**src/core/gcsr_pkg.sv**
```systemverilog
// What this block does
// - bit 12 picks first alert pin drive
// - bit 13 picks second alert pin drive
// - bit 14 halves frequency compare hysteresis
// - bit 15 lets halt pin stop sequencer
// - bit 16 takes coil currents from target
// - direct mode scales by standstill current
// - reset flag reads one after reset
// - undervolt flag set, driver disabled meanwhile
// - counter counts successful link writes
// - counter unchanged by reads, idle in spi
// - counter wraps from 255 to 0
package gcsr_pkg;
  // register offsets on the serial register port
  localparam logic [6:0] GCSR_OFS_CONFIG  = 7'h00;
  localparam logic [6:0] GCSR_OFS_STATUS  = 7'h01;
  localparam logic [6:0] GCSR_OFS_WRCNT   = 7'h02;
  // configuration field positions
  localparam int GCSR_CFG_W          = 18;
  localparam int GCSR_CFG_ALERT0_PP  = 12;
  localparam int GCSR_CFG_ALERT1_PP  = 13;
  localparam int GCSR_CFG_SMALL_HYST = 14;
  localparam int GCSR_CFG_STOP_EN    = 15;
  localparam int GCSR_CFG_DIRECT     = 16;
  localparam int GCSR_CFG_TEST       = 17;
  // status field positions
  localparam int GCSR_ST_W       = 3;
  localparam int GCSR_ST_RESET   = 0;
  localparam int GCSR_ST_DRV_ERR = 1;
  localparam int GCSR_ST_UV      = 2;
  // reset values
  localparam logic [17:0] GCSR_CFG_RST = 18'h00000;
  localparam logic [2:0]  GCSR_ST_RST  = 3'h1;
  localparam logic [7:0]  GCSR_CNT_RST = 8'h00;
  // hysteresis shifts: 1/16 and 1/32
  localparam int GCSR_HYST_SHIFT_WIDE  = 4;
  localparam int GCSR_HYST_SHIFT_SMALL = 5;
  // direct mode field layout in target position word
  localparam int GCSR_COIL_A_LSB = 0;
  localparam int GCSR_COIL_B_LSB = 16;
  localparam int GCSR_COIL_W     = 9;
  // standstill current width and scaling shift
  localparam int GCSR_HOLD_W      = 5;
  localparam int GCSR_SCALE_SHIFT = 5;
endpackage

```
**src/core/gcsr_alert_pin.sv**
```systemverilog
`timescale 1ns/1ns
// one open-collector or push-pull alert pin driver
module gcsr_alert_pin (
  input  wire logic clk_i,        // system clock
  input  wire logic resetn_i,     // async reset, active low
  input  wire logic pushpull_i,   // 1 push-pull high, 0 open collector low
  input  wire logic active_i,     // alert condition from core
  output logic      pin_o,        // pin output level
  output logic      pin_oe_o      // pin drive enable
);
  logic next_pin;   // next output level
  logic next_oe;    // next enable

  // open collector pulls low when active, push-pull drives level
  assign next_pin = pushpull_i ? active_i : 1'b0;
  assign next_oe  = pushpull_i ? 1'b1 : active_i;

  // registered pin drive, released at reset
  always_ff @(posedge clk_i or negedge resetn_i) begin
    if (!resetn_i) begin
      pin_o    <= 1'b0;
      pin_oe_o <= 1'b0;
    end else begin
      pin_o    <= next_pin;
      pin_oe_o <= next_oe;
    end
  end
endmodule

```
**src/core/gcsr_regs.sv**
```systemverilog
`timescale 1ns/1ns
// global configuration, status and write counter registers
module gcsr_regs
  import gcsr_pkg::*;
#(
  parameter int FREQ_W = 20         // step frequency word width
) (
  input  wire logic              clk_i,          // system clock
  input  wire logic              resetn_i,       // async reset, active low
  input  wire logic [6:0]        reg_addr_i,     // register offset
  input  wire logic              reg_wr_i,       // write strobe, one cycle
  input  wire logic [31:0]       reg_wdata_i,    // write data
  input  wire logic              reg_rd_i,       // read strobe, one cycle
  output logic [31:0]            reg_rdata_o,    // read data, next cycle
  input  wire logic              uart_mode_i,    // 1 uart link, 0 spi
  input  wire logic              wr_ok_i,        // write frame passed checks
  input  wire logic [1:0]        alert_req_i,    // alert conditions
  output logic [1:0]             alert_pin_o,    // alert pin levels
  output logic [1:0]             alert_pin_oe_o, // alert pin enables
  input  wire logic [FREQ_W-1:0] step_freq_i,    // measured step frequency
  input  wire logic [FREQ_W-1:0] freq_thr_i,     // frequency threshold
  output logic                   freq_above_o,   // frequency above threshold
  input  wire logic              halt_pin_i,     // halt input pin, async
  input  wire logic              step_req_i,     // sequencer step request
  output logic                   step_o,         // step allowed to sequencer
  output logic                   standstill_o,   // motor held at standstill
  input  wire logic [31:0]       target_pos_i,   // target position register
  input  wire logic [4:0]        hold_cur_i,     // standstill current setting
  output logic                   direct_mode_o,  // direct coil current mode
  output logic [8:0]             coil_a_o,       // scaled signed coil a
  output logic [8:0]             coil_b_o,       // scaled signed coil b
  output logic                   autoscale_ok_o, // velocity regulation allowed
  output logic                   probe_test_o,   // analog test on index pin
  output logic [1:0]             probe_sel_o,    // analog test selection
  input  wire logic              drv_fault_i,    // driver shutdown event
  input  wire logic              drv_fault_on_i, // any error still present
  input  wire logic              pump_uv_i,      // pump undervolt, async
  output logic                   drv_disable_o   // driver disabled
);
  logic [17:0] cfg;          // global configuration
  logic [2:0]  status;       // global status flags
  logic [7:0]  wr_cnt;       // interface write counter
  logic [1:0]  halt_sync;    // halt pin synchroniser
  logic [1:0]  uv_sync;      // undervolt synchroniser
  logic        above;        // hysteresis comparator state

  // decode
  wire sel_cfg = reg_addr_i == GCSR_OFS_CONFIG;   // config selected
  wire sel_st  = reg_addr_i == GCSR_OFS_STATUS;   // status selected
  wire sel_cnt = reg_addr_i == GCSR_OFS_WRCNT;    // counter selected
  wire st_clr  = reg_rd_i && sel_st;              // clearing read
  wire halt_lv = halt_sync[1];                    // synchronised halt
  wire uv_lv   = uv_sync[1];                      // synchronised undervolt

  // read data mux, unmapped reads zero
  logic [31:0] next_rdata;
  assign next_rdata = sel_cfg ? {14'h0000, cfg} :
                      sel_st  ? {29'h00000000, status} :
                      sel_cnt ? {24'h000000, wr_cnt} : 32'h00000000;

  // read data register
  always_ff @(posedge clk_i or negedge resetn_i) begin
    if (!resetn_i) reg_rdata_o <= 32'h00000000;
    else if (reg_rd_i) reg_rdata_o <= next_rdata;
  end

  // configuration register, written by host
  always_ff @(posedge clk_i or negedge resetn_i) begin
    if (!resetn_i) cfg <= GCSR_CFG_RST;
    else if (reg_wr_i && sel_cfg) cfg <= reg_wdata_i[17:0];
  end

  // status flags: hardware set wins over read clear
  logic [2:0] st_set;     // set terms
  logic [2:0] st_keep;    // flags kept on clearing read
  logic [2:0] next_status;
  assign st_set[GCSR_ST_RESET]   = 1'b0;
  assign st_set[GCSR_ST_DRV_ERR] = drv_fault_i;
  assign st_set[GCSR_ST_UV]      = uv_lv;
  assign st_keep = {1'b0, drv_fault_on_i, 1'b0};
  assign next_status = st_clr ? (st_set | (status & st_keep))
                              : (st_set | status);

  // status register, reset flag comes up set
  always_ff @(posedge clk_i or negedge resetn_i) begin
    if (!resetn_i) status <= GCSR_ST_RST;
    else status <= next_status;
  end

  logic cnt_inc;
  assign cnt_inc = wr_ok_i && uart_mode_i;

  // interface counter, natural 8-bit wrap
  always_ff @(posedge clk_i or negedge resetn_i) begin
    if (!resetn_i) wr_cnt <= GCSR_CNT_RST;
    else if (cnt_inc) wr_cnt <= wr_cnt + 8'h01;
  end

  // two-stage synchronisers for pin inputs
  always_ff @(posedge clk_i or negedge resetn_i) begin
    if (!resetn_i) begin
      halt_sync <= 2'h0;
      uv_sync   <= 2'h0;
    end else begin
      halt_sync <= {halt_sync[0], halt_pin_i};
      uv_sync   <= {uv_sync[0], pump_uv_i};
    end
  end

  assign drv_disable_o = uv_lv;

  logic stop_now;
  assign stop_now     = cfg[GCSR_CFG_STOP_EN] && halt_lv;
  assign step_o       = step_req_i && !stop_now;
  assign standstill_o = stop_now;

  logic [FREQ_W-1:0] hyst;     // band half width
  logic [FREQ_W:0]   upper;    // switch-on level
  logic [FREQ_W:0]   lower;    // switch-off level
  logic              next_above;
  assign hyst  = cfg[GCSR_CFG_SMALL_HYST] ?
                 (freq_thr_i >> GCSR_HYST_SHIFT_SMALL) :
                 (freq_thr_i >> GCSR_HYST_SHIFT_WIDE);
  assign upper = {1'b0, freq_thr_i} + {1'b0, hyst};
  assign lower = {1'b0, freq_thr_i} - {1'b0, hyst};
  assign next_above = above ? ({1'b0, step_freq_i} >= lower)
                            : ({1'b0, step_freq_i} > upper);

  // comparator state register
  always_ff @(posedge clk_i or negedge resetn_i) begin
    if (!resetn_i) above <= 1'b0;
    else above <= next_above;
  end
  assign freq_above_o = above;

  logic signed [8:0]  raw_a;   // programmed coil a
  logic signed [8:0]  raw_b;   // programmed coil b
  logic signed [15:0] prod_a;  // scaled coil a
  logic signed [15:0] prod_b;  // scaled coil b
  logic signed [6:0]  scale;   // hold current plus one
  assign raw_a = target_pos_i[GCSR_COIL_A_LSB +: GCSR_COIL_W];
  assign raw_b = target_pos_i[GCSR_COIL_B_LSB +: GCSR_COIL_W];
  assign scale  = $signed({2'b00, hold_cur_i}) + 7'sh01;
  assign prod_a = raw_a * scale;
  assign prod_b = raw_b * scale;

  // coil current outputs, zero outside direct mode
  always_ff @(posedge clk_i or negedge resetn_i) begin
    if (!resetn_i) begin
      coil_a_o <= 9'h000;
      coil_b_o <= 9'h000;
    end else if (cfg[GCSR_CFG_DIRECT]) begin
      coil_a_o <= prod_a[13:5];
      coil_b_o <= prod_b[13:5];
    end else begin
      coil_a_o <= 9'h000;
      coil_b_o <= 9'h000;
    end
  end
  assign direct_mode_o = cfg[GCSR_CFG_DIRECT];
  assign autoscale_ok_o = !cfg[GCSR_CFG_DIRECT];

  // test output, host keeps bit clear
  assign probe_test_o = cfg[GCSR_CFG_TEST];
  assign probe_sel_o  = cfg[GCSR_CFG_TEST] ? hold_cur_i[1:0] : 2'h0;

  // alert pin drivers, drive style per pin
  logic [1:0] alert_pp;
  assign alert_pp[0] = cfg[GCSR_CFG_ALERT0_PP];
  assign alert_pp[1] = cfg[GCSR_CFG_ALERT1_PP];
  for (genvar g = 0; g < 2; g++) begin : g_alert
    gcsr_alert_pin u_pin (
      .clk_i      (clk_i),
      .resetn_i   (resetn_i),
      .pushpull_i (alert_pp[g]),
      .active_i   (alert_req_i[g]),
      .pin_o      (alert_pin_o[g]),
      .pin_oe_o   (alert_pin_oe_o[g])
    );
  end
endmodule

```
**config.mk**
```make
export PLATFORM = sky130hd
export DESIGN_NAME = gcsr_regs
export DESIGN_NICKNAME = d
export VERILOG_FILES = /design/src/core/gcsr_pkg.sv /design/src/core/gcsr_alert_pin.sv /design/src/core/gcsr_regs.sv
export SDC_FILE = /design/constraint.sdc
export NUM_CORES = 1
export LEC_CHECK = 0
export BUFFER_PORTS_ARGS = -buffer_cell sky130_fd_sc_hd__buf_2
export CAP_MARGIN = 20
export CELL_PAD_IN_SITES_DETAIL_PLACEMENT = 1
export CELL_PAD_IN_SITES_GLOBAL_PLACEMENT = 1
export CORE_AREA = 8 8 164 166
export CTS_CLUSTER_DIAMETER = 120
export CTS_CLUSTER_SIZE = 24
export DETAILED_ROUTE_END_ITERATION = 10
export DIE_AREA = 0 0 172 174
export PLACE_DENSITY = 0.77
export SETUP_SLACK_MARGIN = 0.02
export SYNTH_ARGS = -nofsm -noshare
export SYNTH_HDL_FRONTEND = slang
export SYNTH_SLANG_ARGS = --single-unit
export TNS_END_PERCENT = 10
```
**constraint.sdc**
```tcl
create_clock -name clk_i -period 4.9 [get_ports clk_i]
set_input_delay 0.245 -clock clk_i [delete_from_list [all_inputs] [get_ports clk_i]]
set_output_delay 0.245 -clock clk_i [all_outputs]
set_load 0.02 [all_outputs]
```
# --- Word-level counts from Yosys, hierarchy flattened ---
# Cells that the tools add are included.
op_classes:
  addsub: 4
  multipliers: 2
  n_lt_le_gt_ge: 2
  eq_ne: 2
  mux: 13
  bitwise_logic: 3
  n_reduce_logical: 8
ops:
  columns: ["op", "n"]
  rows:
  - ["multiplier 9 x 7 -> 14 bit", 2]
  - ["adder 20 x 16 -> 21 bit", 1]
  - ["greater-or-equal comparator 20 x 21 -> 1 bit", 1]
  - ["greater-than comparator 20 x 21 -> 1 bit", 1]
  - ["subtractor 20 x 16 -> 21 bit", 1]
  - ["two-way mux 18 bit", 1]
  - ["two-way mux 9 bit", 2]
  - ["two-way mux 16 bit", 1]
  - ["two-way mux 8 bit", 2]
  - ["adder 8 x 1 -> 8 bit, second input constant", 1]
  - ["== test 7 x 1 -> 1 bit, second input constant", 1]
  - ["== test 7 x 2 -> 1 bit, second input constant", 1]
  - ["logical NOT 7 bit", 1]
  - ["adder 5 x 1 -> 6 bit, second input constant", 1]
  - ["OR 3 bit", 2]
  - ["logical AND 1 bit", 5]
  - ["two-way mux 1 bit", 5]
  - ["bitwise AND 3 x 2 -> 3 bit", 1]
  - ["two-way mux 3 bit", 1]
  - ["logical NOT 1 bit", 2]
  - ["two-way mux 2 bit", 1]
word_totals:
  ff_bits: 88
  in_bits: 129
  output_inout_bits: 63
  elab_cells: 47

# --- Logic depth before layout (Yosys ltp) ---
# Gate-level depths: netlist of the first run.
depth:
  word_depth: 4
  ltp_mapped: 22
  mapped_depth_nobuf: 20

# --- Modules after synthesis ---
# Synthesis of the first run repeated with hierarchy kept, for this count alone.
unflattened:
  cells_unflattened: 1031
  hier_area_um2: 9366.5
by_module_without_submodules:
  columns: ["module", "instances", "cells_each", "area_per_inst_um2", "seq_area_each_um2"]
  rows:
  - ["gcsr_regs", 1, 1023, 9238.9, 1752.9]
  - ["gcsr_alert_pin", 2, 4, 63.8, 50.0]

# --- Worst setup path after synthesis of the first run ---
# OpenSTA, ideal clock, no wires.
synth_timing:
  path_type: "input port to flip-flop"
  from: "input port hold_cur_i[0]"
  to: "register coil_a_o[4]"
  setup_time_ns: 0.120
  t_arrival_ns: 4.841
  required_ns: 4.780
  path_slack_ns: -0.060
  path_stages: 20
  n_path_buf: 1
  path_cell_list: "ha_1 nand3_1 xor2_1 clkbuf_1 nor2b_1 ha_1 inv_1 fa_1 inv_1 fa_1 inv_1 fa_1 inv_1 ha_1 or3_1 o21ai_0 nor2_1 and2_1 or3_1 and3_1"
synth_via:
  elab_chain_len: 3
synth_lines:
  columns: ["element", "line", "rtl"]
  rows:
  - ["start: declaration", "gcsr_regs.sv:28", "input wire logic [4:0] hold_cur_i,"]
  - ["adder 5 x 1 -> 6 bit", "gcsr_regs.sv:143", "assign scale = $signed({2'b00, hold_cur_i}) + 7'sh01;"]
  - ["multiplier 9 x 7 -> 14 bit", "gcsr_regs.sv:144", "assign prod_a = raw_a * scale;"]
  - ["two-way mux 9 bit", "gcsr_regs.sv:152", "end else if (cfg[GCSR_CFG_DIRECT]) begin"]
  - ["end signal: assignment", "gcsr_regs.sv:153", "coil_a_o <= prod_a[13:5];"]
  - ["end: declaration", "gcsr_regs.sv:30", "output logic [8:0] coil_a_o,"]
# Every way passes these cells.
# A chain may end at the register's enable or synchronous reset.

# --- Worst setup path in the final report of the first run ---
layout_timing:
  from: "register cfg[14]"
  to: "register above (netlist: freq_above_o)"
layout_via:
  elab_chain_len: 4
  word_cells_on_any_way: 6
  classes_between: "add/sub (2); order compare (2); mux (2)"
layout_lines:
  columns: ["element", "line", "rtl"]
  rows:
  - ["start: declaration", "gcsr_regs.sv:40", "logic [17:0] cfg;"]
  - ["start signal: assignment", "gcsr_regs.sv:70", "else if (reg_wr_i && sel_cfg) cfg <= reg_wdata_i[17:0];"]
  - ["two-way mux 16 bit (*)", "gcsr_regs.sv:121", "assign hyst = cfg[GCSR_CFG_SMALL_HYST] ?"]
  - ["adder 20 x 16 -> 21 bit or subtractor 20 x 16 -> 21 bit (tied branches)", "gcsr_regs.sv:124, gcsr_regs.sv:125", null]
  - ["greater-than comparator 20 x 21 -> 1 bit or greater-or-equal comparator 20 x 21 -> 1 bit (tied branches)", "gcsr_regs.sv:127, gcsr_regs.sv:126", null]
  - ["two-way mux 1 bit (*)", "gcsr_regs.sv:126", "assign next_above = above ? ({1'b0, step_freq_i} >= lower)"]
  - ["net next_above", "gcsr_regs.sv:120", "logic next_above;"]
  - ["end signal: assignment", "gcsr_regs.sv:132", "else above <= next_above;"]
  - ["end: declaration", "gcsr_regs.sv:45", "logic above;"]
# Mark *: on every way through the listed nets, which the timed path passes. The rest lies on a longest branch.

==> results of run 1 <==
==> through the flow <==
step	setup slack [ns]	hold WS (ns)	util
2_1_floorplan	0.0426	-0.0506	-
3_3_place_gp	0.0828	0.335	0.424
3_5_place_dp	-0.00585	0.344	0.424
4_1_cts	0.0360	0.000907	0.439
5_1_grt	0.0283	0.00134	0.443
6_report	0.280	0.0215	0.443
==> cell type report <==
class	count	area [sq um]
Fill cell	2944	13700
Multi-Input combinational cell	770	6720
Sequential cell	74	1850
Timing Repair Buffer	177	962
Inverter	145	544
Tap cell	330	413
Clock buffer	10	229
Clock inverter	6	138
Antenna cell	3	7.51
==> final timing paths <==
| kind | to | slack (ns) |
|---|---|---|
| worst max-delay path | freq_above_o | 0.28 |
| worst min-delay path | uv_sync[0] | 0.02 |
| worst max register to register | freq_above_o | 0.28 |
| worst min register to register | uv_sync[1] | 0.36 |
| max in group asynchronous | cfg[14] | 4.16 |
| min in group asynchronous | reg_rdata_o[4] | 0.07 |
==> cells in the final DEF (no fill, tap or decap), types with 14 or more instances in the layout <==
cell / Yosys / routed
dfrtp_1: 73 / 72
nor3_1: 27 / 27
nand2_1: 59 / 59
conb_1: 1 / 14
inv_1: 144 / 144
buf_4: 18 / 28
buf_2: 2 / 148
nor2b_1: 32 / 32
a21oi_1: 38 / 38
o21ai_0: 32 / 32
xnor2_1: 40 / 40
mux2i_1: 23 / 22
and2_1: 65 / 65
fa_1: 68 / 68
nor2_1: 50 / 50
mux2_2: 19 / 19
a21o_1: 20 / 20
xor2_1: 17 / 16
nand2b_1: 16 / 16
ha_1: 125 / 125
==> power by group <==
group          internal (mW)  switching, mW  total [mW]
logic                  0.876           1.14        2.01
registers              0.741         0.0696       0.811
clock network          0.552          0.262       0.814
total                   2.17           1.47        3.64
==> cell families (layout without fill, tap and decap cells) <==
group | after synthesis | count (layout) | synth area share
AND/OR/NAND/NOR | 314 | 314 | 0.183
buffers and inverters | 194 | 338 | 0.0870
multiplexers | 42 | 42 | 0.0480
other | 1 | 17 | 0.000405
flip-flops | 74 | 74 | 0.200
adder cells (fa/ha/maj) | 193 | 193 | 0.316
XOR/XNOR | 57 | 57 | 0.0539
AO/OA/AOI/OAI | 150 | 150 | 0.112
==> sequential cells by signal, indices dropped and copies added, names as in the netlist <==
register,cells
halt_sync,2
wr_cnt,8
g_alert.u_pin.pin_o,2
status,3
coil_b_o,9
reg_rdata_o,18
g_alert.u_pin.pin_oe_o,2
uv_sync,2
cfg,18
coil_a_o,9
freq_above_o,1
==> per-layer routing <==
layer  share of wire  track usage  vias to the layer above
li1                -            -                     3687
met1            0.44        0.213                     3730
met2            0.50        0.292                      154
met3           0.042       0.0259                       32
met4           0.023       0.0481                        0
met5               0            0                        -
==> critical path, stage by stage (launching register included) <==
cell	delay [ns]
dfrtp_2	0.46
mux2_2	0.37
ha_1	0.22
fa_1	0.45
nor2b_4	0.13
o21a_1	0.16
o211ai_2	0.12
a2111o_1	0.44
a21oi_2	0.22
o41ai_4	0.12
mux2i_1	0.18
a2111oi_4	0.40
ha_1	0.34
o211ai_1	0.15
nor4_1	0.08
a211oi_1	0.23
a31oi_1	0.13
a32o_1	0.29
==> timing repair <==
item                                    CTS  global route
endpoints found under the hold margin     0             0
gates resized for setup                   0            10
endpoints found under the setup margin    0             1
buffers inserted                          0             3
==> impl_metrics.yaml, run 1 <==
global_routing:
  grtUsageTotal: 0.169
  grt_max_degree: 75
  overflow: 0
  antenna_found_initial: 2
  grt_pass1_vias: 8378
  grt_pass1_wl_mm: 41.4
yosys:
  yosysWarnings: 0
  synth_top_cell_by_area: "dfrtp_1"
  yosysSeqAreaShare: 0.200
  synth-edff-count: 0
  yosysTopAreaCellShare: 0.197
  synth.most_common_cell: "inv_1"
  syn_area_per_cell_sq_um: 9.04
  ys_top_cells_by_count: "inv_1 (144), ha_1 (125), dfrtp_1 (73), fa_1 (68), and2_1 (65)"
  yosys_most_used_dff: "dfrtp_1"
  syn_inst: 1025
  synthArstFlopShare: 1.00
  ys_ff_latch: 74
  ys_types: 68
  syn-cell-area_sq_um: 9260
  synth_area_leaders: "dfrtp_1 (20%), ha_1 (17%), fa_1 (15%)"
placed_design:
  port_buffers: 149
  placed_cells: 1492
  place_congestion: 0.848
  post_dp_cell_area_sq_um: 10400
  dp_hpwl_mm: 21.0
worst_setup_path:
  cp.arrival_ns: 4.83
  critPathLaunchType: "flip-flop"
  path_class: "reg2reg"
  r2r-start: "cfg[14]"
  crit_start: "cfg[14]"
  cp_max_fo: 6
  reg2reg_depth: 17
  cp_data_required_time_ns: 5.11
  endpoint_kind: "flip-flop"
drt:
  drt_iter0_markers: 247
  wl_per_cell_microns: 16.5
  remaining_drc_errors: 0
  dr.pass1.iters: 4
  wl_mm: 24.9
  viasPerCell: 5.02
  via_count: 7603
  drtAntennaViolNets: 0
timing:
  post-route-period-util: 0.943
  slew_headroom: 0.370
  finalHoldViolations: 0
  fin_worst_skew_ns: 0.00519
  timing.final.max_slew_violations: 0
  fin_crit_ns: 4.62
  fmax_mhz: 216
  tightest_slew_ns: 0.945
  fin_tns_setup_ns: 0
  rsz0062_at_grt: "no"
  finalSetupViolCount: 0
outcome:
  status: "finished clean"
die:
  initial_core_util: 0.378
  die_y_microns: 174
  row_count: 58
  core_area_sq_um: 24500
  die_w_microns: 172
  io-pin-count: 192
  die-area_sq_um: 29900
worst_hold_path:
  min_from: "pump_uv_i"
  holdPathStages: 1
  hp-class: "in2reg"
clocking:
  cts_tree: "built"
  cts.htree.levels: 3
  clk_pin_slew_ns: 0.06
  cts_max_path_buffers: 2
  clk_latency_ns: 0.33
  cts.sinks: 74
  cts_buffers: 9
  hold_buffers: 0
  cts-root-buf: "clkbuf_16"
cells_and_area:
  instances_no_fill: 1515
  area_growth_pct: 17.3
  drive_gt1_frac: 0.203
  design_area_sq_um: 10900
  nNetsFinal: 1499
pwr:
  power_leakage_nw: 5.52
  ir_drop_mv: 0.184
  powerDensity_nw_per_um2: 335
  p_total_mw: 3.64
flow_run:
  drv_cap: 0
Power figures use the tool's default switching activity.
==> run 2, diff against run 1 <==
CELL_PAD_IN_SITES_DETAIL_PLACEMENT = 0   (was 1)
CELL_PAD_IN_SITES_GLOBAL_PLACEMENT = 2   (was 1)
CORE_AREA = 8 8 168 170   (was 8 8 164 166)
DIE_AREA = 0 0 176 178   (was 0 0 172 174)
PLACE_DENSITY = 0.95   (was 0.77)
clock period = 5.89 ns   (was 4.9 ns; I/O delays follow)
==> run 2 against run 1 <==
Total power is 21% lower. Clock-buffer cell count stayed put. Hold slack better by 0.044 ns. Critical endpoint is now coil_b_o[4]. Final area is 2.1% lower. Flip-flop and latch count stayed put. Clock power is 22% lower. Highest routed layer is now met5. Largest cell class unchanged.
==> impl_metrics.yaml, run 2 (synthesized netlist as in run 1, its figures left out) <==
outcome:
  status: "finished clean"
placed_design:
  post_dp_cell_area_sq_um: 10300
  place_congestion: 0.843
  port_buffers: 149
  placed_cells: 1483
  dp_hpwl_mm: 18.8
timing:
  fin_tns_setup_ns: 0
  finalSetupViolCount: 0
  tightest_slew_ns: 0.951
  finalHoldViolations: 0
  rsz0062_at_grt: "no"
  timing.final.max_slew_violations: 0
  slew_headroom: 0.366
  fin_worst_skew_ns: 0.00412
  fmax_mhz: 204
  fin_crit_ns: 4.90
  post-route-period-util: 0.831
  hold_ws_ns: 0.0657
clocking:
  cts_setup_buffers: 0
  cts-root-buf: "clkbuf_16"
  cts_max_path_buffers: 2
  hold_buffers: 0
  cts.htree.levels: 3
  ctsResizeCount: 0
  cts.sinks: 74
  clk_latency_ns: 0.33
  clk_pin_slew_ns: 0.06
  cts_buffers: 9
  cts_tree: "built"
die:
  die_w_microns: 176
  io-pin-count: 192
  initial_core_util: 0.362
  row_count: 59
  core_area_sq_um: 25600
  die_y_microns: 178
  die-area_sq_um: 31300
worst_setup_path:
  cp_data_required_time_ns: 6.11
  reg2reg_depth: 17
  crit_family: "adder cells"
  worst-path-stages: 19
  endpoint_kind: "flip-flop"
  cp.arrival_ns: 5.12
  max_stage_delay_ns: 0.53
  critPathLaunchType: "input port"
  crit_top_cell: "fa_1"
  cp_num_buf_inv: 5
  cp_max_fo: 19
  cp_cell_sequence: "buf_2 > ha_1 > xor2_1 > buf_4 > nand2_1 > fa_1 > fa_1 > inv_1 > fa_1 > inv_1 > fa_1 > inv_1 > ha_1 > or3_1 > o21ai_0 > nor2_1 > and2_1 > or3_1 > and3_1"
  cp_slowest_cell: "fa_1"
  path_class: "in2reg"
cells_and_area:
  register_area_sq_um: 1850
  final_core_util: 0.415
  antennaDiodeCount: 0
  drive_gt1_frac: 0.184
  area_growth_pct: 14.9
  top_regs: "cfg x18, reg_rdata_o x18"
  design_area_sq_um: 10600
  instances_no_fill: 1499
  nNetsFinal: 1481
  final_cell_mix: "buf_2 (148), inv_1 (144), ha_1 (125), dfrtp_1 (73), fa_1 (68)"
  final_common_cell: "buf_2"
  nFillCells: 2578
  multi_input_area_sq_um: 6660
drt:
  wl_mm: 22.5
  via_count: 7252
  wl_per_cell_microns: 15.0
  drt_iter0_markers: 415
  drtAntennaViolNets: 0
  dr.pass1.iters: 4
  viasPerCell: 4.84
  remaining_drc_errors: 0
flow_run:
  drv_cap: 0
global_routing:
  grtUsageTotal: 0.147
  grt_pass1_vias: 7665
  antenna_found_initial: 1
  grt_max_degree: 75
  grt_pass1_wl_mm: 37.8
  overflow: 0
worst_hold_path:
  holdPathStages: 1
  hp-class: "in2reg"
pwr:
  powerDensity_nw_per_um2: 271
  power_leakage_nw: 5.41
  ir_drop_mv: 0.176
## run 2: routing by layer
layer	vias up	GRT usage	routed length [microns]
li1	3642	-	-
met1	3448	0.190	10400
met2	139	0.252	10800
met3	21	0.0222	948
met4	2	0.0364	297
met5	-	0	10
## run 2: stage by stage
step                worst slack (ns)  power [mW]
floorplan                      0.880        1.87
global placement               0.698        2.25
detailed placement             0.625        2.27
CTS                            0.993        2.93
global route                   0.687        3.18
finish                         0.993        2.88
## run 2: power breakdown
group	switching [mW]	internal, mW	total [mW]
clock network	0.216	0.415	0.631
registers	0.0564	0.616	0.673
logic	0.897	0.678	1.57
total	1.17	1.71	2.88
## run 2: cell type report
| type | instances | area share |
|---|---|---|
| Multi-Input combinational cell | 770 | 0.626 |
| Sequential cell | 74 | 0.174 |
| Timing Repair Buffer | 159 | 0.0774 |
| Inverter | 145 | 0.0512 |
| Tap cell | 335 | 0.0394 |
| Clock buffer | 10 | 0.0215 |
| Clock inverter | 6 | 0.0106 |
## run 2: path summary, 6_finish.rpt
kind,from,end,slack (ns)
worst max-delay path,hold_cur_i[0],coil_b_o[4],0.99
worst min-delay path,pump_uv_i,uv_sync[0],0.07
worst max register to register,cfg[14],freq_above_o,1.12
worst min register to register,uv_sync[0],uv_sync[1],0.35
max in group asynchronous,resetn_i,coil_b_o[1],5.16
min in group asynchronous,resetn_i,cfg[7],0.09
